File: config.mk
export PLATFORM = sky130hd
export DESIGN_NAME = pfs_port0
export DESIGN_NICKNAME = d
export VERILOG_FILES = /design/src/verilog/pfs_pkg.sv /design/src/verilog/pfs_port0.sv
export SDC_FILE = /design/constraint.sdc
export NUM_CORES = 1
export LEC_CHECK = 0
export ABC_AREA = 1
export ABC_CLOCK_PERIOD_IN_PS = 1800
export BUFFER_PORTS_ARGS = -buffer_cell sky130_fd_sc_hd__buf_2
export CELL_PAD_IN_SITES_DETAIL_PLACEMENT = 0
export CELL_PAD_IN_SITES_GLOBAL_PLACEMENT = 1
export CORE_ASPECT_RATIO = 0.5
export CORE_MARGIN = 2
export CORE_UTILIZATION = 36
export CTS_CLUSTER_DIAMETER = 50
export CTS_CLUSTER_SIZE = 14
export DETAILED_ROUTE_END_ITERATION = 12
export PLACE_DENSITY = 0.81
export SLEW_MARGIN = 5
export SYNTH_ARGS = -nofsm -noshare
export SYNTH_HDL_FRONTEND = slang
export SYNTH_SLANG_ARGS = --single-unit
File: constraint.sdc
create_clock -name i_clk -period 1.8 [get_ports i_clk]
set_clock_uncertainty 0.15 [all_clocks]
set_input_delay 0.09 -clock i_clk [delete_from_list [all_inputs] [get_ports i_clk]]
set_output_delay 0.09 -clock i_clk [all_outputs]
set_load 0.05 [all_outputs]
File: src/verilog/pfs_pkg.sv
// Package for the port 0 pad configuration and function select block.
// Assumes a single 250 MHz system clock and an Avalon-MM register slave.
package pfs_pkg;
  localparam int NPIN = 6;
  // Word offsets; byte address is four times the index
  localparam logic [15:0] DATA_IDX = 16'hF210;
  localparam logic [15:0] DIR_IDX = 16'hF211;
  localparam logic [15:0] CTRL_IDX = 16'hF212;
  localparam logic [15:0] FSEL_IDX = 16'hF214;
  localparam int ADDR_W = 18;
  localparam logic [5:0] RST6 = 6'h00;
  localparam logic [15:0] RST16 = 16'h0000;
  localparam int HI_LSB = 8;
  // Function codes
  localparam logic [1:0] FN_GPIO = 2'h0;
  localparam logic [1:0] FN_ALT1 = 2'h1;
  localparam logic [1:0] FN_ALT2 = 2'h2;
  localparam logic [1:0] FN_ALT3 = 2'h3;
  // Control pair codes
  localparam logic [1:0] PC_HIZ = 2'h0;
  localparam logic [1:0] PC_PCH = 2'h1;
  localparam logic [1:0] PC_NCH = 2'h2;
  localparam logic [1:0] PC_CMOS = 2'h3;

  // Outgoing signals of the attached peripherals
  typedef struct packed {
    logic sync_serial_data_out;
    logic sync_serial_clock_out;
    logic sync_serial_clock_oe;
    logic uart_transmit_line;
    logic timer_output_0;
    logic timer_output_1;
    logic rc_osc_monitor;
  } pfs_periph_out_t;

  // Pin-side signals routed to peripherals
  typedef struct packed {
    logic rc_wave_input;
    logic sync_serial_data_in;
    logic sync_serial_clock_in;
    logic uart_receive_line;
    logic [5:0] ext_int;
  } pfs_periph_in_t;

  // Peripheral-side reset: receive line idles high
  localparam pfs_periph_in_t PIN_IN_RST = '{rc_wave_input: 1'b0,
    sync_serial_data_in: 1'b0, sync_serial_clock_in: 1'b0,
    uart_receive_line: 1'b1, ext_int: 6'h00};

  // Per-pin pad controls
  typedef struct packed {
    logic [5:0] out;
    logic [5:0] oe;
    logic [5:0] pull_up;
    logic [5:0] pull_down;
    logic [5:0] analog;
  } pfs_pad_t;
endpackage : pfs_pkg

File: src/verilog/pfs_port0.sv
// Port 0 pad configuration, data path and function routing for six pins.
// Assumes pins arrive asynchronously; peripherals run on i_clk.
// Functional notes
// - Output mode pair: 00 hi-Z, 01 P open-drain, 10 N open-drain, 11 CMOS.
// - Input mode pair: 00 hi-Z, 01 pull-down, 10 pull-up, 11 hi-Z.
// - Direction 0 uses output meaning, direction 1 input meaning; pin 2 at code 10 takes input meaning while sync_serial_clock_oe is low.
// - Six pins each have own control pair and function field.
// - Function select register at F214, 16 bits, byte/word, reset zero.
// - Pin n function code is bit n+8 high, bit n low.
// - Code 00 is general I/O plus external interrupt.
// - Pin 0: 01 RC wave in, 10 serial data out, 11 UART rx.
// - Pin 1: 01 RC ref capacitor, 10 serial data in, 11 UART tx.
// - Pin 2: 01 RC sensor, 10 serial clock, 11 timer out 0.
// - Pin 3: 01 RC ref resistor, 11 timer out 1, 10 prohibited.
// - Pin 4: 01 RC sensor resistor; 10 and 11 prohibited.
// - Pin 5: 01 RC monitor output; 10 and 11 prohibited.
// - Prohibited output: hi-Z or P drive float, N or CMOS drive low.
// - Control register at F212, low bits 5:0, high bits 13:8.
// - Direction 0 output, 1 input, resets to output.
// - Data reads give written value for outputs, pin level for inputs.
`timescale 1ns/1ps
module pfs_port0 (
  // Clock and reset
  input wire logic i_clk,
  input wire logic i_reset_n,
  // Avalon-MM slave
  input wire logic [pfs_pkg::ADDR_W-1:0] i_address,
  input wire logic i_read,
  input wire logic i_write,
  input wire logic [3:0] i_byteenable,
  input wire logic [31:0] i_writedata,
  output logic [31:0] o_readdata,
  output logic o_waitrequest,
  // Pins
  input wire logic [5:0] i_pin,
  output pfs_pkg::pfs_pad_t o_pad,
  // Peripherals
  input wire pfs_pkg::pfs_periph_out_t i_periph,
  output pfs_pkg::pfs_periph_in_t o_periph
);
  import pfs_pkg::*;

  logic [5:0] data_reg;
  logic [5:0] dir_reg;
  logic [15:0] ctrl_reg;
  logic [15:0] fsel_reg;
  logic [5:0] sync1_reg;
  logic [5:0] sync2_reg;
  logic [31:0] rdata_reg;
  logic wait_reg;
  pfs_pad_t pad_reg;
  pfs_periph_in_t pin_reg;

  function automatic logic [15:0] merge16(input logic [15:0] old,
      input logic [15:0] wd, input logic [1:0] be);
    merge16 = {be[1] ? wd[15:8] : old[15:8], be[0] ? wd[7:0] : old[7:0]};
  endfunction : merge16

  function automatic logic [1:0] pair(input logic [15:0] r, input int n);
    pair = {r[n+HI_LSB], r[n]};
  endfunction : pair

  // Address decode
  wire [15:0] idx = i_address[ADDR_W-1:2];
  wire hit_data = (idx == DATA_IDX);
  wire hit_dir = (idx == DIR_IDX);
  wire hit_ctrl = (idx == CTRL_IDX);
  wire hit_fsel = (idx == FSEL_IDX);
  // Take a request while waitrequest is high; commit it at the low edge
  wire access = (i_read | i_write) & wait_reg;
  wire wr = i_write & ~wait_reg;
  wire [5:0] pin_lvl = sync2_reg;

  // Data read mixes written value and pin level per direction
  wire [5:0] data_rd = (data_reg & ~dir_reg) | (pin_lvl & dir_reg);
  wire [31:0] rd_mux = hit_data ? {26'h0, data_rd} :
                       hit_dir ? {26'h0, dir_reg} :
                       hit_ctrl ? {16'h0, ctrl_reg} :
                       hit_fsel ? {16'h0, fsel_reg} : 32'h0;

  // Pad and routing decode
  pfs_pad_t pad_next;
  logic [5:0] gp_out;
  logic [5:0] prohib;
  logic [5:0] p_drv;
  logic [5:0] p_oe_ovr;
  always_comb begin
    pad_next = '0;
    gp_out = '0;
    prohib = '0;
    p_drv = '0;
    p_oe_ovr = '0;
    for (int n = 0; n < NPIN; n++) begin
      logic [1:0] fc;
      logic [1:0] pc;
      logic v;
      logic use_p;
      fc = pair(fsel_reg, n);
      pc = pair(ctrl_reg, n);
      use_p = 1'b0;
      v = data_reg[n];
      // Peripheral sources
      unique case (n)
        0: if (fc == FN_ALT2) begin
          use_p = 1'b1;
          v = i_periph.sync_serial_data_out;
        end
        1: if (fc == FN_ALT3) begin
          use_p = 1'b1;
          v = i_periph.uart_transmit_line;
        end
        2: if (fc == FN_ALT2) begin
          use_p = 1'b1;
          v = i_periph.sync_serial_clock_out;
          p_oe_ovr[n] = ~i_periph.sync_serial_clock_oe;
        end else if (fc == FN_ALT3) begin
          use_p = 1'b1;
          v = i_periph.timer_output_0;
        end
        3: if (fc == FN_ALT3) begin
          use_p = 1'b1;
          v = i_periph.timer_output_1;
        end else if (fc == FN_ALT2) begin
          prohib[n] = 1'b1;
        end
        4: prohib[n] = fc[1];
        5: if (fc == FN_ALT1) begin
          use_p = 1'b1;
          v = i_periph.rc_osc_monitor;
        end else begin
          prohib[n] = fc[1];
        end
        default: ;
      endcase
      p_drv[n] = use_p;
      if (prohib[n]) begin
        v = 1'b0;
      end
      gp_out[n] = v;
      pad_next.analog[n] = (fc == FN_ALT1) & ~(n == 5);
      if (!dir_reg[n] && !p_oe_ovr[n]) begin
        pad_next.out[n] = v;
        unique case (pc)
          PC_HIZ: pad_next.oe[n] = 1'b0;
          PC_PCH: pad_next.oe[n] = v & ~prohib[n];
          PC_NCH: pad_next.oe[n] = ~v;
          PC_CMOS: pad_next.oe[n] = 1'b1;
        endcase
      end else begin
        unique case (pc)
          PC_PCH: pad_next.pull_down[n] = 1'b1;
          PC_NCH: pad_next.pull_up[n] = 1'b1;
          default: ;
        endcase
      end
    end
  end

  function automatic logic [5:0] gpio_sel(input logic [15:0] r);
    for (int n = 0; n < NPIN; n++) begin
      gpio_sel[n] = (pair(r, n) == FN_GPIO);
    end
  endfunction : gpio_sel

  // Pin inputs towards peripherals
  pfs_periph_in_t pin_next;
  assign pin_next.rc_wave_input = pin_lvl[0];
  assign pin_next.sync_serial_data_in = (pair(fsel_reg, 1) == FN_ALT2) &
                                        pin_lvl[1];
  assign pin_next.sync_serial_clock_in = (pair(fsel_reg, 2) == FN_ALT2) &
                                         pin_lvl[2];
  assign pin_next.uart_receive_line = (pair(fsel_reg, 0) == FN_ALT3) ?
                                      pin_lvl[0] : 1'b1;
  assign pin_next.ext_int = pin_lvl & gpio_sel(fsel_reg);

  always_ff @(posedge i_clk) begin
    if (!i_reset_n) begin
      data_reg <= RST6;
      dir_reg <= RST6;
      ctrl_reg <= RST16;
      fsel_reg <= RST16;
      sync1_reg <= RST6;
      sync2_reg <= RST6;
      rdata_reg <= '0;
      wait_reg <= 1'b1;
      pad_reg <= '0;
      pin_reg <= PIN_IN_RST;
    end else begin
      sync1_reg <= i_pin;
      sync2_reg <= sync1_reg;
      wait_reg <= ~access;
      pad_reg <= pad_next;
      pin_reg <= pin_next;
      if (access) begin
        rdata_reg <= rd_mux;
      end
      if (wr && hit_data && i_byteenable[0]) begin
        data_reg <= i_writedata[5:0];
      end
      if (wr && hit_dir && i_byteenable[0]) begin
        dir_reg <= i_writedata[5:0];
      end
      if (wr && hit_ctrl) begin
        ctrl_reg <= merge16(ctrl_reg, i_writedata[15:0], i_byteenable[1:0]);
      end
      if (wr && hit_fsel) begin
        fsel_reg <= merge16(fsel_reg, i_writedata[15:0], i_byteenable[1:0]);
      end
    end
  end

  assign o_readdata = rdata_reg;
  assign o_waitrequest = wait_reg;
  assign o_pad = pad_reg;
  assign o_periph = pin_reg;
endmodule : pfs_port0

==> results_tabular.tex <==
\begin{tabular}{lr}
\hline
Metric & Value \\
\hline
\multicolumn{2}{l}{\textbf{Critical path}} \\
\quad Critical Path RT & 1.89 ns \\
\quad Worst R2R Setup Slack & $\sim$0.13 ns \\
\quad Crit path top cell by count & sky130\_fd\_sc\_hd\_\_nor2\_1 \\
\quad Delay of the slowest critical-path stage & 0.37 ns \\
\quad Cell family contributing the most delay on the critical path & simple AND/OR/NAND/NOR gates \\
\quad Number of cells traversed by the worst register-to-register path & 6 \\
\quad Launching point of the worst reg2reg path & o\_waitrequest\$\_SDFF\_PN1\_ \\
\quad Critical path buffers and inverters & 1 \\
\quad Cell at the slowest stage of the critical path & sky130\_fd\_sc\_hd\_\_nand4\_2 \\
\quad Largest fanout of any net on the critical path & 12 \\
\quad Startpoint types & flop \\
\quad RR Endpoint & dir\_reg[1]\$\_SDFFE\_PN0P\_ \\
\quad Kind of capture point of the worst setup path & flop \\
\quad Critical path, cell by cell & nor2\_1, nand2\_1, inv\_1, nand4\_2, o21ai\_1, nor2\_1 \\
\quad Type of the setup path with the least slack & reg -> reg \\
\quad Worst EP arrival & 1.76 ns \\
\quad Worst Setup SP & o\_waitrequest\$\_SDFF\_PN1\_ \\
\multicolumn{2}{l}{\textbf{Route}} \\
\quad Detailed Routing Iterations Pass 1 & 5 \\
\quad Vias & 4008 \\
\quad Final routed DRC violation total & 0 \\
\quad Routed wire length & 11700 µm \\
\quad Vias per cell & 4.56 \\
\quad Drt wl/cell & between 10 and 15 µm \\
\quad DRC violation total after the first TritonRoute iteration & 286 \\
\quad Antenna Violating Nets Remaining & 0 \\
\multicolumn{2}{l}{\textbf{Timing}} \\
\quad Final critical path time including I/O delays and setup & around 1.7 ns \\
\quad Summed negative setup slack over all endpoints & 0 ns \\
\quad Slew Viols, Final & 0 \\
\quad Maximum frequency from static timing analysis & 599 MHz \\
\quad RSZ-0062 raised after global routing & false \\
\quad Final hold violation count & 0 \\
\quad Final number of setup-violating endpoints & 0 \\
\quad Portion of the clock cycle consumed by the worst path in the final layout & 0.928 \\
\multicolumn{2}{l}{\textbf{Pwr}} \\
\quad Post-layout power & a little over 5000 µW \\
\quad Power density over the cells & $\sim$900 nW/µm² \\
\quad Highest ir drop seen on vdd & 0.000521 V \\
\quad Standby leakage power & between 0.002 and 0.003 µW \\
\multicolumn{2}{l}{\textbf{Global routing}} \\
\quad Maximum number of pins on one net before global-route repair & 75 \\
\quad Via count of the first global-routing pass & about 3500 \\
\quad Initial antenna violation count & 0 \\
\quad Global-route wire length before repair & 18200 µm \\
\quad Global-route congestion overflow total & 0 \\
\quad GRT Total Usage & 0.178 \\
\multicolumn{2}{l}{\textbf{Placed design}} \\
\quad Post-DP HPWL & 8430 µm \\
\quad DP Cell Count & 835 \\
\quad Port Buffer Count & 106 \\
\quad Placer Congestion & 0.801 \\
\multicolumn{2}{l}{\textbf{Layout}} \\
\quad Post-Layout Cell Count & 878 \\
\quad Proportion of layout cells with a drive suffix above 1 & 0.237 \\
\quad Number of filler cells placed in the layout & about 1200 \\
\quad Footprint of the flip-flops and latches & 2240 µm² \\
\quad Area of the multi-input gates & 1710 µm² \\
\quad Number of nets in the final layout & 779 \\
\quad Post-synthesis to final-layout area growth & 29.7\% \\
\quad Number of flip-flops in the largest register & 29 \\
\quad Ant. Diodes & 0 \\
\multicolumn{2}{l}{\textbf{Floorplan}} \\
\quad Die outline area & 13300 µm² \\
\quad Cell Rows & 28 \\
\quad Core footprint & 11900 µm² \\
\quad Die boundary height & 82.7 µm \\
\quad Effective utilization at floorplan & 0.373 \\
\quad Horizontal die dimension & 161 µm \\
\quad Ports placed on the boundary & 144 \\
\multicolumn{2}{l}{\textbf{Yosys}} \\
\quad Most numerous cell in the Yosys netlist & sky130\_fd\_sc\_hd\_\_dfxtp\_1 \\
\quad Post-Synthesis Cell Area & 4460 µm² \\
\quad Yosys top cell by area & sky130\_fd\_sc\_hd\_\_dfxtp\_1 \\
\quad Number of synthesized register bits & 112 \\
\quad Flip-flop cell with the highest count after synthesis & sky130\_fd\_sc\_hd\_\_dfxtp\_1 \\
\quad Synthesized area divided by synthesized cell count & 7.86 µm² \\
\quad Number of flops mapped to enable cells by yosys & 0 \\
\quad Fraction of registers with async set or reset after synthesis & 0 \\
\quad Fraction of post-synthesis cell area in the top cell type by area & 0.503 \\
\quad Top cell types by occurrence after synthesis & 112 x sky130\_fd\_sc\_hd\_\_dfxtp\_1, 87 x sky130\_fd\_sc\_hd\_\_nand2\_1, 81 x sky130\_fd\_sc\_hd\_\_inv\_1, 48 x sky130\_fd\_sc\_hd\_\_a21oi\_1, 40 x sky130\_fd\_sc\_hd\_\_nor2\_1 \\
\quad YS warnings & 0 \\
\quad Cell types with the largest area share after synthesis & sky130\_fd\_sc\_hd\_\_dfxtp\_1 50\%, sky130\_fd\_sc\_hd\_\_nand2\_1 7.3\%, sky130\_fd\_sc\_hd\_\_inv\_1 6.8\% \\
\quad Synth Instances & 567 \\
\quad Library cells used by synthesis & 34 \\
\quad Sequential element share of the synthesized area & 0.503 \\
\multicolumn{2}{l}{\textbf{Min path}} \\
\quad Worst Hold Endpoint & o\_pad[25]\$\_SDFF\_PP0\_ \\
\quad Worst min-delay path startpoint & i\_periph[3] \\
\quad Hold depth & 4 \\
\quad Type of the most critical hold path & in -> reg \\
\multicolumn{2}{l}{\textbf{Clock tree}} \\
\quad CTS tree & done \\
\quad Number of sinks on the clock net & 112 \\
\quad TritonCTS Buffers & 9 \\
\quad Clock root buffer & sky130\_fd\_sc\_hd\_\_clkbuf\_16 \\
\quad Count of buffers added by post-CTS timing repair for setup & 0 \\
\quad Number of buffers on the longest clock path & 2 \\
\quad Clock transition time at the flip-flop clock pins of the worst setup and hold paths & 0.07 ns \\
\quad H-tree levels & 3 \\
\quad Clock latency of the later-clocked register in the worst-skew pair & 0.35 ns \\
\multicolumn{2}{l}{\textbf{Run status}} \\
\quad Outcome & finished clean \\
\multicolumn{2}{l}{\textbf{Run}} \\
\quad Maxcap violations & 0 \\
\hline
\end{tabular}
-- cell type report --
cell class	instances	area share
inverter	86	0.0558
clock inverter	5	0.0149
clock buffer	11	0.0437
sequential	112	0.388
multi-input combinational	347	0.297
tap	165	0.0357
timing repair buffer	152	0.165
-- worst max-delay path by stage --
| stage | endpoint | cells past startpoint |
|---|---|---|
| after floorplan | o_readdata[10]$_SDFFE_PN0P_ | 5 |
| after global placement | dir_reg[4]$_SDFFE_PN0P_ | 9 |
| after detailed placement | dir_reg[0]$_SDFFE_PN0P_ | 9 |
| after CTS | dir_reg[5]$_SDFFE_PN0P_ | 6 |
| after global routing | dir_reg[2]$_SDFFE_PN0P_ | 6 |
| final | dir_reg[1]$_SDFFE_PN0P_ | 6 |
-- worst reg2reg max path, delay by kind of cell (launching register included) --
kind | cells | cell delay, ns
buf+inv | 1 | 0.18
compound gates | 1 | 0.25
flops | 1 | 0.34
simple gates | 4 | 0.64
-- kinds of logic after synthesis --
| kind of cell | synth area share |
|---|---|
| buffers and inverters | 0.126 |
| AND/OR/NAND/NOR | 0.226 |
| other | 0.000842 |
| flip-flops | 0.503 |
| AO/OA/AOI/OAI | 0.144 |
-- through the flow --
stage,cell area [µm²],hold slack (ns),util,setup slack [ns]
finish,5780,0.0250,0.484,0.130
global route,5780,0.0449,0.484,0.0229
CTS,5780,0.0223,0.484,0.144
detailed placement,5170,0.125,0.433,0.133
global placement,5170,0.123,0.433,0.171
floorplan,4520,0.0376,-,0.112
-- power breakdown --
group | switching, µW | internal, µW
logic | 240 | 122
registers | 7.57 | 2490
clock network | 896 | 1310
total | 1140 | 3920
-- cell usage in the layout (no fill, tap or decap), drive strengths merged --
cell,instances
clkbuf,11
a21oi,49
nand3,31
nand2,95
conb,17
clkinv,4
nand4,8
o22ai,9
inv,85
or2,1
and2,1
dfxtp,112
nor3b,1
o211ai,4
o21ai,57
a211oi,2
nor4,5
nor2,48
bufinv,2
buf,125
nor3,19
dlygate4sd3,27
-- what timing repair did --
item / in CTS / in global routing
endpoints found under the hold margin: 56 / 0
resized for setup: 0 / 0
hold buffers: 27 / 0
-- per-layer routing --
| layer | vias up | global-route usage | share of wire |
|---|---|---|---|
| met5 | - | 0 | 0 |
| met4 | 0 | 0.0384 | 0.0079 |
| met3 | 10 | 0.0390 | 0.084 |
| met2 | 122 | 0.278 | 0.42 |
| met1 | 1793 | 0.254 | 0.49 |
| li1 | 2083 | - | - |
Power figures use the tool's default switching activity.
